<file path="config.mk">
export PLATFORM = sky130hd
export DESIGN_NAME = drive_power_mode_manager
export DESIGN_NICKNAME = d
export VERILOG_FILES = /design/src/rtl/pwr_mode_pkg.sv /design/src/rtl/pm_cmd_decode.sv /design/src/rtl/pm_tick_gen.sv /design/src/rtl/drive_power_mode_manager.sv
export SDC_FILE = /design/constraint.sdc
export NUM_CORES = 1
export LEC_CHECK = 0
export BUFFER_PORTS_ARGS = -buffer_cell sky130_fd_sc_hd__buf_2
export CELL_PAD_IN_SITES_DETAIL_PLACEMENT = 2
export CELL_PAD_IN_SITES_GLOBAL_PLACEMENT = 2
export CORE_MARGIN = 5
export CORE_UTILIZATION = 33
export DETAILED_ROUTE_END_ITERATION = 8
export PLACE_DENSITY = 0.85
export SLEW_MARGIN = 0
export SYNTH_ARGS = -nofsm -noshare
export SYNTH_HDL_FRONTEND = slang
export SYNTH_SLANG_ARGS = --single-unit
</file>
<file path="constraint.sdc">
create_clock -name ref_clk -period 3.95 [get_ports ref_clk]
set_input_delay 0.395 -clock ref_clk [delete_from_list [all_inputs] [get_ports ref_clk]]
set_output_delay 0.395 -clock ref_clk [all_outputs]
set_load 0.02 [all_outputs]
</file>
<file path="src/rtl/pwr_mode_pkg.sv">
// Constants and types for the drive power-mode manager
package pwr_mode_pkg;
    localparam logic [7:0] OP_STBY_IMM_A = 8'h94;
    localparam logic [7:0] OP_STBY_IMM_B = 8'he0;
    localparam logic [7:0] OP_IDLE_IMM_A = 8'h95;
    localparam logic [7:0] OP_IDLE_IMM_B = 8'he1;
    localparam logic [7:0] OP_STBY_A = 8'h96;
    localparam logic [7:0] OP_STBY_B = 8'he2;
    localparam logic [7:0] OP_IDLE_A = 8'h97;
    localparam logic [7:0] OP_IDLE_B = 8'he3;
    localparam logic [7:0] OP_CHECK_A = 8'h98;
    localparam logic [7:0] OP_CHECK_B = 8'he5;
    localparam logic [7:0] OP_SLEEP_A = 8'h99;
    localparam logic [7:0] OP_SLEEP_B = 8'he6;
    localparam logic [7:0] PM_CODE_SPUN = 8'hff;
    localparam logic [7:0] PM_CODE_STBY = 8'h00;
    localparam logic [7:0] TMO_OFF = 8'h00;
    localparam logic [7:0] TMO_SEC_MAX = 8'hf0;
    localparam logic [7:0] TMO_HALF_MAX = 8'hfb;
    localparam logic [7:0] TMO_21MIN = 8'hfc;
    localparam logic [7:0] TMO_VENDOR = 8'hfd;
    localparam logic [7:0] TMO_RSVD = 8'hfe;
    localparam logic [7:0] TMO_21M15 = 8'hff;
    // Interval lengths in 5 s ticks
    localparam logic [12:0] TICKS_PER_HALF_HOUR = 13'h0168;
    localparam logic [12:0] TICKS_21MIN = 13'h00fc;
    localparam logic [12:0] TICKS_10H = 13'h1c20;
    localparam logic [12:0] TICKS_21M15 = 13'h00ff;
    localparam int CLK_HZ = 50000000;
    localparam int TICK_SEC = 5;
    localparam longint TICK_CYCLES = longint'(CLK_HZ) * TICK_SEC;
    typedef enum logic [4:0] {
        PM_ACTIVE = 5'b00001,
        PM_IDLE = 5'b00010,
        PM_STANDBY = 5'b00100,
        PM_SPINUP = 5'b01000,
        PM_SLEEP = 5'b10000
    } pm_state_t;
    typedef enum logic [2:0] {
        CMD_NONE, CMD_STBY_IMM, CMD_IDLE_IMM, CMD_STBY, CMD_IDLE, CMD_CHECK, CMD_SLEEP
    } pm_cmd_t;
endpackage

</file>
<file path="src/rtl/pm_cmd_decode.sv">
// Opcode decoder for power-mode commands
`timescale 1ns/10ps
`default_nettype none
module pm_cmd_decode
    import pwr_mode_pkg::*;
(
    input wire logic [7:0] opcode,
    output pwr_mode_pkg::pm_cmd_t cmd
);
    always_comb begin
        unique case (opcode)
            OP_STBY_IMM_A, OP_STBY_IMM_B: cmd = CMD_STBY_IMM;
            OP_IDLE_IMM_A, OP_IDLE_IMM_B: cmd = CMD_IDLE_IMM;
            OP_STBY_A, OP_STBY_B: cmd = CMD_STBY;
            OP_IDLE_A, OP_IDLE_B: cmd = CMD_IDLE;
            OP_CHECK_A, OP_CHECK_B: cmd = CMD_CHECK;
            OP_SLEEP_A, OP_SLEEP_B: cmd = CMD_SLEEP;
            default: cmd = CMD_NONE;
        endcase
    end
endmodule
`default_nettype wire

</file>
<file path="src/rtl/pm_tick_gen.sv">
// Five-second tick generator for the power-down timer
`timescale 1ns/10ps
`default_nettype none
module pm_tick_gen
    import pwr_mode_pkg::*;
#(
    parameter logic [31:0] TICK_LEN = 32'(TICK_CYCLES)
) (
    input wire logic ref_clk,
    input wire logic rst_b,
    input wire logic restart,
    output logic tick
);
    logic [31:0] cnt_r;
    logic [31:0] cnt_nxt;
    always_comb begin
        tick = (cnt_r == TICK_LEN - 32'h1);
        if (restart || tick) begin
            cnt_nxt = 32'h0;
        end else begin
            cnt_nxt = cnt_r + 32'h1;
        end
    end
    always_ff @(posedge ref_clk) begin
        if (!rst_b) begin
            cnt_r <= 32'h0;
        end else begin
            cnt_r <= cnt_nxt;
        end
    end
endmodule
`default_nettype wire

</file>
<file path="src/rtl/drive_power_mode_manager.sv">
// Power-mode manager: command handling, power states and auto power-down
// Notes on behaviour
// - Standby immediate spins down, keeps timeout
// - Idle immediate spins up if stopped, keeps timeout
// - Standby sets timeout; countdown starts on idle
// - Idle sets timeout; countdown starts immediately
// - Codes 1-240 x5 s; 241-251 x30 min
// - 252=21 min, 253=10 h, 255=21m15s
// - Check mode returns ffh spun, 00h standby
// - Sleep spins down and enters sleep
// - Only resets leave sleep
// - Power-on state is active
// - Busy clears once change begins, with interrupt in same cycle
// - Sleep holds busy until motor stops
// - Timer expiry enters standby
// - Disk command in standby busy until speed
// - Disk command completion restarts timeout
`timescale 1ns/10ps
`default_nettype none
module drive_power_mode_manager
    import pwr_mode_pkg::*;
#(
    parameter logic [31:0] TICK_LEN = 32'(TICK_CYCLES)
) (
    input wire logic ref_clk,
    input wire logic rst_b,
    input wire logic soft_reset,
    input wire logic cmd_valid,
    input wire logic [7:0] cmd_opcode,
    input wire logic [7:0] cmd_count,
    input wire logic disk_cmd_done,
    input wire logic motor_at_speed,
    input wire logic motor_stopped,
    output logic busy_status_flag,
    output logic cmd_irq,
    output logic [7:0] count_out,
    output logic count_out_valid,
    output logic spin_up_req,
    output logic spin_down_req,
    output pwr_mode_pkg::pm_state_t pm_state
);
    import pwr_mode_pkg::*;

    // ----------------------------------------
    // Input synchronisers
    // ----------------------------------------
    // Motor status comes from the spindle domain, so two flops first
    logic [1:0] speed_sync_r;
    logic [1:0] stop_sync_r;
    logic at_speed;
    logic stopped;
    always_ff @(posedge ref_clk) begin
        if (!rst_b) begin
            speed_sync_r <= 2'b00;
            stop_sync_r <= 2'b00;
        end else begin
            speed_sync_r <= {speed_sync_r[0], motor_at_speed};
            stop_sync_r <= {stop_sync_r[0], motor_stopped};
        end
    end
    assign at_speed = speed_sync_r[1];
    assign stopped = stop_sync_r[1];

    // ----------------------------------------
    // Decode and timeout conversion
    // ----------------------------------------
    pm_cmd_t cmd;
    pm_cmd_decode u_dec (
        .opcode(cmd_opcode),
        .cmd(cmd)
    );

    function automatic logic [12:0] tmo_ticks(input logic [7:0] code);
        logic [12:0] t;
        t = 13'h0;
        if (code == TMO_OFF || code == TMO_RSVD) begin
            t = 13'h0;
        end else if (code <= TMO_SEC_MAX) begin
            t = {5'h0, code};
        end else if (code <= TMO_HALF_MAX) begin
            t = 13'(32'(code - TMO_SEC_MAX) * 32'(TICKS_PER_HALF_HOUR));
        end else if (code == TMO_21MIN) begin
            t = TICKS_21MIN;
        end else if (code == TMO_VENDOR) begin
            t = TICKS_10H;
        end else begin
            t = TICKS_21M15;
        end
        return t;
    endfunction

    // Commands are ignored in sleep; only a reset wakes the drive
    pm_state_t pm_state_r, pm_state_nxt;
    logic take;
    logic sleeping;
    assign sleeping = (pm_state_r == PM_SLEEP);
    assign take = cmd_valid && !sleeping;

    // ----------------------------------------
    // Five-second tick
    // ----------------------------------------
    logic tick;
    logic tick_restart;
    assign tick_restart = take || disk_cmd_done;
    pm_tick_gen #(.TICK_LEN(TICK_LEN)) u_tick (
        .ref_clk(ref_clk),
        .rst_b(rst_b),
        .restart(tick_restart),
        .tick(tick)
    );

    // ----------------------------------------
    // Power state machine
    // ----------------------------------------
    logic [12:0] tmo_load_r, tmo_load_nxt;
    logic [12:0] tmo_cnt_r, tmo_cnt_nxt;
    logic tmo_run_r, tmo_run_nxt;
    logic busy_r, busy_nxt;
    logic irq_r, irq_nxt;
    logic [7:0] cnt_out_r, cnt_out_nxt;
    logic cnt_vld_r, cnt_vld_nxt;
    logic up_r, up_nxt;
    logic down_r, down_nxt;
    logic sleep_wait_r, sleep_wait_nxt;
    logic spin_wait_r, spin_wait_nxt;
    logic spun;
    assign spun = (pm_state_r == PM_ACTIVE) || (pm_state_r == PM_IDLE);

    always_comb begin
        pm_state_nxt = pm_state_r;
        tmo_load_nxt = tmo_load_r;
        tmo_cnt_nxt = tmo_cnt_r;
        tmo_run_nxt = tmo_run_r;
        busy_nxt = busy_r;
        irq_nxt = 1'b0;
        cnt_out_nxt = cnt_out_r;
        cnt_vld_nxt = 1'b0;
        up_nxt = 1'b0;
        down_nxt = 1'b0;
        sleep_wait_nxt = sleep_wait_r;
        spin_wait_nxt = spin_wait_r;
        // Countdown while enabled and spinning; a new command beats expiry
        if (tmo_run_r && tmo_load_r != 13'h0 && spun && tick && !take) begin
            if (tmo_cnt_r <= 13'h1) begin
                pm_state_nxt = PM_STANDBY;
                down_nxt = 1'b1;
                tmo_run_nxt = 1'b0;
            end else begin
                tmo_cnt_nxt = tmo_cnt_r - 13'h1;
            end
        end
        if (take) begin
            tmo_cnt_nxt = tmo_load_r;
            busy_nxt = 1'b1;
            unique case (cmd)
                CMD_STBY_IMM: begin
                    pm_state_nxt = PM_STANDBY;
                    down_nxt = !stopped;
                    irq_nxt = 1'b1;
                    busy_nxt = 1'b0;
                end
                CMD_IDLE_IMM: begin
                    pm_state_nxt = PM_IDLE;
                    up_nxt = !spun;
                    tmo_run_nxt = 1'b1;
                    irq_nxt = 1'b1;
                    busy_nxt = 1'b0;
                end
                CMD_STBY: begin
                    pm_state_nxt = PM_STANDBY;
                    down_nxt = !stopped;
                    tmo_load_nxt = tmo_ticks(cmd_count);
                    tmo_cnt_nxt = tmo_ticks(cmd_count);
                    tmo_run_nxt = 1'b0;
                    irq_nxt = 1'b1;
                    busy_nxt = 1'b0;
                end
                CMD_IDLE: begin
                    pm_state_nxt = PM_IDLE;
                    up_nxt = !spun;
                    tmo_load_nxt = tmo_ticks(cmd_count);
                    tmo_cnt_nxt = tmo_ticks(cmd_count);
                    tmo_run_nxt = 1'b1;
                    irq_nxt = 1'b1;
                    busy_nxt = 1'b0;
                end
                CMD_CHECK: begin
                    cnt_out_nxt = spun ? PM_CODE_SPUN : PM_CODE_STBY;
                    cnt_vld_nxt = 1'b1;
                    irq_nxt = 1'b1;
                    busy_nxt = 1'b0;
                end
                CMD_SLEEP: begin
                    down_nxt = !stopped;
                    sleep_wait_nxt = 1'b1;
                end
                CMD_NONE: begin
                    // Disk command: standby needs spin-up first
                    if (!spun) begin
                        pm_state_nxt = PM_SPINUP;
                        up_nxt = 1'b1;
                        spin_wait_nxt = 1'b1;
                    end else begin
                        busy_nxt = 1'b0;
                        pm_state_nxt = PM_ACTIVE;
                    end
                end
            endcase
        end
        if (sleep_wait_r && stopped) begin
            sleep_wait_nxt = 1'b0;
            pm_state_nxt = PM_SLEEP;
            busy_nxt = 1'b0;
            irq_nxt = 1'b1;
        end
        if (spin_wait_r && at_speed) begin
            spin_wait_nxt = 1'b0;
            pm_state_nxt = PM_ACTIVE;
            busy_nxt = 1'b0;
        end
        if (disk_cmd_done && !take) begin
            tmo_cnt_nxt = tmo_load_r;
            tmo_run_nxt = (tmo_load_r != 13'h0);
        end
    end

    always_ff @(posedge ref_clk) begin
        if (!rst_b || soft_reset) begin
            pm_state_r <= PM_ACTIVE;
            tmo_load_r <= 13'h0;
            tmo_cnt_r <= 13'h0;
            tmo_run_r <= 1'b0;
            busy_r <= 1'b0;
            irq_r <= 1'b0;
            cnt_out_r <= 8'h00;
            cnt_vld_r <= 1'b0;
            up_r <= 1'b0;
            down_r <= 1'b0;
            sleep_wait_r <= 1'b0;
            spin_wait_r <= 1'b0;
        end else begin
            pm_state_r <= pm_state_nxt;
            tmo_load_r <= tmo_load_nxt;
            tmo_cnt_r <= tmo_cnt_nxt;
            tmo_run_r <= tmo_run_nxt;
            busy_r <= busy_nxt;
            irq_r <= irq_nxt;
            cnt_out_r <= cnt_out_nxt;
            cnt_vld_r <= cnt_vld_nxt;
            up_r <= up_nxt;
            down_r <= down_nxt;
            sleep_wait_r <= sleep_wait_nxt;
            spin_wait_r <= spin_wait_nxt;
        end
    end

    assign busy_status_flag = busy_r;
    assign cmd_irq = irq_r;
    assign count_out = cnt_out_r;
    assign count_out_valid = cnt_vld_r;
    assign spin_up_req = up_r;
    assign spin_down_req = down_r;
    assign pm_state = pm_state_r;

    // ----------------------------------------
    // Assertions
    // ----------------------------------------
    a_por_active: assert property (@(posedge ref_clk)
        !rst_b |=> pm_state_r == PM_ACTIVE)
        else $error("not active after reset");
    a_sleep_sticks: assert property (@(posedge ref_clk)
        disable iff (!rst_b || soft_reset)
        sleeping && !soft_reset |=> sleeping)
        else $error("left sleep without reset");
    a_stby_imm: assert property (@(posedge ref_clk)
        disable iff (!rst_b || soft_reset)
        take && cmd == CMD_STBY_IMM |=> pm_state_r == PM_STANDBY && irq_r && !busy_r)
        else $error("standby immediate wrong");
    a_idle_imm: assert property (@(posedge ref_clk)
        disable iff (!rst_b || soft_reset)
        take && cmd == CMD_IDLE_IMM |=> pm_state_r == PM_IDLE && irq_r)
        else $error("idle immediate wrong");
    a_stby_load: assert property (@(posedge ref_clk)
        disable iff (!rst_b || soft_reset)
        take && cmd == CMD_STBY && cmd_count == 8'h01 |=> tmo_load_r == 13'h1 && !tmo_run_r)
        else $error("standby timeout load wrong");
    a_idle_load: assert property (@(posedge ref_clk)
        disable iff (!rst_b || soft_reset)
        take && cmd == CMD_IDLE && cmd_count == 8'hf1 |=> tmo_load_r == TICKS_PER_HALF_HOUR
        && tmo_run_r)
        else $error("idle timeout load wrong");
    a_code_252: assert property (@(posedge ref_clk)
        disable iff (!rst_b || soft_reset)
        take && cmd == CMD_IDLE && cmd_count == TMO_21MIN |=> tmo_load_r == TICKS_21MIN)
        else $error("code 252 wrong");
    a_check_code: assert property (@(posedge ref_clk)
        disable iff (!rst_b || soft_reset)
        take && cmd == CMD_CHECK |=> cnt_vld_r
        && cnt_out_r == ($past(spun) ? PM_CODE_SPUN : PM_CODE_STBY))
        else $error("check power mode code wrong");
    a_sleep_busy: assert property (@(posedge ref_clk)
        disable iff (!rst_b || soft_reset)
        sleep_wait_r && !stopped |=> busy_r && !irq_r)
        else $error("sleep busy released early");
    a_spinup_busy: assert property (@(posedge ref_clk)
        disable iff (!rst_b || soft_reset)
        pm_state_r == PM_SPINUP |-> busy_r)
        else $error("busy low during spin-up");
    c_sleep: cover property (@(posedge ref_clk) disable iff (!rst_b)
        take && cmd == CMD_SLEEP ##[1:20] sleeping);
    c_auto_stby: cover property (@(posedge ref_clk) disable iff (!rst_b)
        spun ##1 pm_state_r == PM_STANDBY && down_r && !$past(take));
    c_spinup: cover property (@(posedge ref_clk) disable iff (!rst_b)
        pm_state_r == PM_SPINUP ##[1:20] pm_state_r == PM_ACTIVE);
endmodule
`default_nettype wire

</file>
==> results of run 1 <==
-- registers in the layout, indices dropped and copies added (netlist names), 2 cells and up --
signal        count
u_tick.cnt_r     32
pm_state          5
tmo_load_r       13
speed_sync_r      2
stop_sync_r       2
tmo_cnt_r        13
-- Yosys cell counts (14+ instances only) --
cell type,number
xnor2_1,23
ha_1,21
xor2_1,24
dfxtp_1,76
nand3_1,22
nor3_1,14
inv_1,37
a21oi_1,36
o21ai_0,23
nor2_1,54
nand4_1,18
nand2_1,68
-- power groups by stage --
stage          Combinational [W]  Sequential [W]  Clock [W]
2_1_floorplan           0.000354        0.000803          0
3_3_place_gp            0.000486        0.000804          0
3_5_place_dp            0.000524        0.000805          0
4_1_cts                 0.000535        0.000788   0.000776
5_1_grt                 0.000591        0.000789   0.000805
6_report                0.000528        0.000788   0.000758
-- cells in the final DEF (no fill, tap or decap), drive strengths merged, types with 22 or more instances in the layout --
| cell type | Yosys | routed |
|---|---|---|
| buf | 11 | 53 |
| xnor2 | 23 | 23 |
| inv | 37 | 38 |
| a21oi | 36 | 36 |
| nand2 | 69 | 69 |
| nand3 | 22 | 22 |
| nor2 | 55 | 55 |
| xor2 | 24 | 24 |
| dfxtp | 76 | 76 |
| o21ai | 24 | 24 |
-- cell families after synthesis --
| kind of cell | count (synthesis) | synth area share |
|---|---|---|
| xor gates and xnor gates | 48 | 0.0929 |
| adders and majority gates | 30 | 0.0948 |
| AOI/OAI and AO/OA | 107 | 0.145 |
| buffers and inverters | 61 | 0.0557 |
| muxes | 2 | 0.00428 |
| and+or+nand+nor | 251 | 0.282 |
| DFF | 76 | 0.325 |
-- worst reg2reg max path: cells and delay by family, from the launching register on --
family / cells / cell delay [ns]
AO/OA/AOI/OAI: 3 / 1.25
flip-flops: 1 / 0.35
AND/OR/NAND/NOR: 3 / 1.14
-- layer usage --
metal	GRT usage	routed length, microns	vias to the layer above
li1	-	-	2081
met1	0.226	6440	2237
met2	0.379	8520	74
met3	0.0289	565	19
met4	0.0469	241	0
met5	0	0	-
-- final timing paths --
path / start / endpoint / depth (start not counted)
setup reg to reg: pm_state[1]$_SDFF_PP0_ / tmo_cnt_r[1]$_SDFFE_PP0P_ / 6
hold reg to reg: stop_sync_r[0]$_SDFF_PN0_ / stop_sync_r[1]$_SDFF_PN0_ / 1
setup / recovery: cmd_count[4] / tmo_cnt_r[11]$_SDFFE_PP0P_ / 16
hold / removal: motor_at_speed / speed_sync_r[0]$_SDFF_PN0_ / 2
-- metrics by stage --
stage	area (sq um)	utilization	hold slack, ns
after floorplan	4670	-	0.412
after global placement	5080	0.366	0.416
after detailed placement	5080	0.366	0.425
after CTS	5340	0.385	0.260
after global routing	5350	0.385	0.259
final	5350	0.385	0.266
-- what timing repair did --
action	CTS	global route
gates resized for setup	0	2
endpoints found under the setup margin	0	2
hold endpoints to repair	0	0
-- cell type report --
type | instances | area (sq um) | area share
Tap cell | 180 | 225 | 0.0421
Inverter | 37 | 139 | 0.0260
Sequential cell | 76 | 1520 | 0.284
Multi-Input combinational cell | 438 | 2900 | 0.542
Clock inverter | 6 | 38.8 | 0.00725
Clock buffer | 10 | 229 | 0.0428
Timing Repair Buffer | 53 | 298 | 0.0557
==> results by group, run 1 <==
Setup path
  – CP arrival: a little under 4 ns
  – Most used cell, CP: ha_1
  – Slowest-stage cell, CP: fa_1
  – CP peak stage delay: 0.55 ns
  – Worst Setup Path Type: input pin to flip-flop
  – Delay-heaviest family, CP: adder cells
  – Reg2Reg Setup Slack: 1.09 ns
  – CP required: 4.12 ns
  – Critical path buffers and inverters: 3
  – CP max FO: 4
  – Critical Path Sink Type: flip-flop
  – Critical path cell sequence: buf_2 -> ha_1 -> xor2_1 -> ha_1 -> inv_1 -> fa_1 -> fa_1 -> inv_1 -> ha_1 -> nor2b_1 -> o21a_1 -> or3_1 -> a31oi_1 -> nor3_1 -> o221ai_1 -> a211oi_2
  – Startpoint types: input pin

Timing
  – Final hold viol count: 0
  – Fin Setup TNS: 0 ns
  – Final Critical Period: 3.74 ns
  – Setup ws final: 0.212 ns
  – Tcrit/Tclk final: 0.946
  – Worst-Margin Slew: between 1 and 1.5 ns
  – RSZ-0062 raised after global routing: no
  – Max Freq: 267 MHz
  – Pins Over Slew Limit: 0
  – Slew headroom: 0.232
  – Fin Clk Skew: 0.00922 ns
  – Final setup fails: 0

Yosys
  – Avg Inst Size Synth: a little over 8 sq um
  – Syn nets: between 600 and 700
  – Top cell type's share of synthesized area: 0.325
  – #FFs+latches synth: 76
  – Sequential share of the synthesized area: 0.325
  – Synthesized instance count: between 500 and 600
  – Mapped Area: 4670 sq um
  – Syn. warnings: 0
  – Synth cell types: 64
  – Top cells by area, synth: dfxtp_1 (33%), ha_1 (5.6%), nand2_1 (5.5%), xor2_1 (4.5%), nor2_1 (4.3%)
  – Post-synth EDFFs: 0
  – Most used flip-flop cell after synthesis: dfxtp_1
  – Top cell type by total area after synthesis: dfxtp_1
  – Fraction of registers with async set or reset after synthesis: 0

CTS
  – Hold Buf Count CTS: 0
  – CTS Sinks: 76
  – Clk buf depth: 2
  – CTS HTree Levels: 3
  – Root buf cell: clkbuf_16
  – Postcts setup bufs: 0
  – CTS tree: built
  – Cts bufs inserted: 9
  – Clock transition at path regs: 0.06 ns
  – Skew-Pair Late Insertion Delay: 0.33 ns

Pwr
  – Pleak: around 2.1 nW
  – Sw frac: 0.306
  – Flop pwr share: 0.380
  – Design Power: 0.00207 W
  – Clock share of power: 0.366
  – Total internal power: 0.00144 W
  – Net Switching: ~0.00063 W
  – Pwr Density: just under 400 nW/um^2
  – VDD IR max: 179 uV
  – Combinational fraction of design power: 0.254

Layout
  – Final net count: 668
  – Share of cells above drive strength 1: 0.135
  – Filler instances: 1,613
  – Non-filler instance count after layout: 800
  – P&R area growth vs syn: 14.4%
  – Antenna diodes: 0

Global routing
  – First-pass GRT wire length: 26.2 mm
  – Initial antenna violation count: 0
  – Gr usage total: 0.196
  – Pin count of the biggest net entering global routing: 33
  – Grt ovf: 0
  – Vias in the first global route: ~5,100

Routing
  – Routed len/inst: 19.7 microns
  – DRC viols: 0
  – Final WL: 15.8 mm
  – Drt pass-1 iters: 4
  – Antenna Nets Post-Route: 0
  – Vias: 4,411
  – Drt initial violations: between 100 and 150
  – Vias per cell: 5.51

Place
  – Port Buffer Count: 40
  – GP Congestion: 0.878
  – Cell total after placement: 784
  – Pre-CTS setup slack: -0.193 ns
  – HPWL Detailed: 11.7 mm

Floorplanning
  – Die Wd: 129 microns
  – Core region area: ~14,000 sq um
  – Io pins: 41
  – Die height: roughly 130 microns
  – Starting density of the core: 0.337
  – Die area: about 17,000 sq um
  – Row cnt: 43

Status
  – Run status: completed

Worst hold path
  – Hold crit path type: input pin to flip-flop

Flow run
  – Max-cap violations: 0
No activity file was read; power rests on OpenSTA's default activity.
==> run 2, diff against run 1 <==
- BUFFER_PORTS_ARGS: -buffer_cell sky130_fd_sc_hd__buf_2 -> -buffer_cell sky130_fd_sc_hd__buf_4
- PLACE_DENSITY: 0.85 -> default
- PLACE_DENSITY_LB_ADDON: default -> 0.08
==> run 2 against run 1 <==
  * Utilization increased by 0.95 points
  * Clock skew decreased by 0.0027 ns
  * Sequential power about the same
  * Flip-flop and latch count unchanged
  * Via count decreased by 3.0%
  * Clock-buffer cell count decreased by 1
  * Combinational power decreased by 4.0%
  * Wire length decreased by 9.8%
  * Die area unchanged
  * Final cell count unchanged
  * Largest power group is now the clock network
==> results by group, run 2 (synthesis results as in run 1) <==
Status
  – Run status: completed

Pwr
  – Pwr Density: 390 nW/um^2 (+0.51%)
  – VDD IR max: 184 uV (+2.8%)
  – Pleak: 2.13 nW (+1.7%)
  – Net Switching: 0.000627 W (-1.1%)
  – Combinational fraction of design power: 0.238 (-0.016)
  – Flop pwr share: 0.368 (-0.012)
  – Sw frac: 0.294 (-0.0120)
  – Clock share of power: 0.394 (+0.028)
  – Total internal power: 0.00151 W (+4.8%)

CTS
  – CTS tree: built
  – Skew-Pair Late Insertion Delay: 0.35 ns (+0.02 ns)
  – Hold Buf Count CTS: 0 (unchanged)
  – CTS HTree Levels: 3 (unchanged)
  – Root buf cell: clkbuf_16
  – CTS Sinks: 76 (unchanged)
  – Cts bufs inserted: 9 (unchanged)
  – Clk buf depth: 2 (unchanged)
  – Clock transition at path regs: 0.06 ns (about the same)

Setup path
  – Slowest-stage cell, CP: fa_1
  – CP arrival: 3.85 ns (-0.05 ns)
  – CP required: 4.12 ns (about the same)
  – Startpoint types: input pin
  – Worst Setup Path Type: input pin to flip-flop
  – Reg2Reg Setup Slack: 1.28 ns (+0.19 ns)
  – Critical path buffers and inverters: 3 (unchanged)
  – CP max FO: 6 (+2)
  – CP peak stage delay: 0.54 ns (about the same)
  – Delay-heaviest family, CP: adder cells
  – Most used cell, CP: ha_1
  – Critical path cell sequence: buf_4 -> ha_1 -> xor2_1 -> ha_1 -> inv_1 -> fa_1 -> fa_1 -> inv_1 -> ha_1 -> nor2b_1 -> o21a_1 -> or3_1 -> a31oi_1 -> nor3_2 -> o221ai_1 -> a211oi_1
  – Critical Path Sink Type: flip-flop

Layout
  – Share of cells above drive strength 1: 0.137 (+0.00161)
  – Most common cell after layout, fill and taps aside: dfxtp_1
  – Top reg by flops: u_tick.cnt_r
  – Final Core Density: 0.395 (+0.00947)
  – Max reg flops: 32 (unchanged)
  – Biggest regs: u_tick.cnt_r (32), tmo_cnt_r (13), tmo_load_r (13)
  – Most frequent cells in the layout: dfxtp_1 (76), nand2_1 (68), nor2_1 (54)
  – P&R area growth vs syn: 17.2%
  – Antenna diodes: 0 (unchanged)
  – Final net count: 668 (unchanged)

Routing
  – Vias: 4,279 (-3.0%)
  – Drt pass-1 iters: 4 (unchanged)
  – Drt initial violations: 165 (+11%)
  – Vias per cell: 5.35 (-3.0%)
  – Routed len/inst: 17.8 microns (-9.8%)
  – Antenna Nets Post-Route: 0 (unchanged)
  – Final WL: 14.2 mm (-9.8%)
  – DRC viols: 0 (unchanged)

Place
  – HPWL Detailed: 10.8 mm (-7.2%)
  – Pre-CTS setup slack: -0.120 ns (+0.0732 ns)
  – Port Buffer Count: 40 (unchanged)
  – GP Congestion: 0.818 (-6.9%)

Floorplanning
  – Row cnt: 43 (unchanged)
  – Die area: 16,600 sq um (unchanged)
  – Io pins: 41 (unchanged)
  – Die height: 129 microns (unchanged)
  – Die Wd: 129 microns (unchanged)
  – Starting density of the core: 0.337 (unchanged)
  – Core region area: 13,900 sq um (unchanged)

Timing
  – Hold slack: 0.256 ns (-0.00991 ns)
  – Tcrit/Tclk final: 0.931 (-0.0153)
  – Fin Clk Skew: 0.00647 ns (-0.00275 ns)
  – Pins Over Slew Limit: 0 (unchanged)
  – Worst-Margin Slew: 1.15 ns (-0.00395 ns)
  – Setup ws final: 0.272 ns (+0.0606 ns)
  – Fin Setup TNS: 0 ns (unchanged)
  – RSZ-0062 raised after global routing: no
  – Final setup fails: 0 (unchanged)
  – Max Freq: 272 MHz (+1.6%)
  – Final Critical Period: 3.68 ns (-0.0606 ns)
  – Slew headroom: 0.235 (+0.00263)
  – Final hold viol count: 0 (unchanged)

Global routing
  – Vias in the first global route: 4,601 (-9.6%)
  – Grt ovf: 0 (unchanged)
  – First-pass GRT wire length: 24.0 mm (-8.5%)
  – Pin count of the biggest net entering global routing: 33 (unchanged)
  – Initial antenna violation count: 0 (unchanged)
  – Gr usage total: 0.179 (-0.0169)

Flow run
  – Max-cap violations: 0 (unchanged)

Worst hold path
  – Hold crit path type: input pin to flip-flop
run 2: repair_timing:
item,in CTS,in global routing
gates resized for setup,0,2
setup buffers,0,0
setup endpoints to repair,0,2
run 2: layer usage:
metal	wire, microns	vias up	global-route usage
met4	179	0	0.0445
li1	-	2092	-
met1	6470	2138	0.230
met2	7230	33	0.310
met5	0	-	0
met3	336	16	0.0346
run 2: area by class of cell:
type / instances / area [sq um]
timing repair buffer: 53 / 398
clock buffer: 9 / 225
multi-input combinational: 438 / 2900
fill: 1623 / 8400
sequential: 76 / 1520
tap: 180 / 225
clock inverter: 7 / 73.8
inverter: 37 / 139
run 2: path summary, 6_finish.rpt:
kind / startpoint / end / depth (start not counted)
worst max-delay path: cmd_count[4] / tmo_cnt_r[11]$_SDFFE_PP0P_ / 16
worst min-delay path: motor_at_speed / speed_sync_r[0]$_SDFF_PN0_ / 2
worst max register to register: pm_state[1]$_SDFF_PP0_ / tmo_cnt_r[7]$_SDFFE_PP0P_ / 8
worst min register to register: speed_sync_r[0]$_SDFF_PN0_ / speed_sync_r[1]$_SDFF_PN0_ / 1
run 2: power groups by stage:
stage                     Clock [W]  Combinational, W  Sequential, W
after floorplan                   0          0.000354       0.000803
after global placement            0          0.000491       0.000804
after detailed placement          0          0.000509       0.000804
after CTS                  0.000870          0.000514       0.000787
after global routing       0.000905          0.000578       0.000788
final                      0.000842          0.000507       0.000787
run 2: through the flow:
stage | total power [W] | std cells | instance area (sq um)
after floorplan | 0.00116 | 575 | 4670
after global routing | 0.00227 | 800 | 5480
after global placement | 0.00129 | 784 | 5180
after detailed placement | 0.00131 | 784 | 5180
after CTS | 0.00217 | 800 | 5480
final | 0.00214 | 800 | 5480
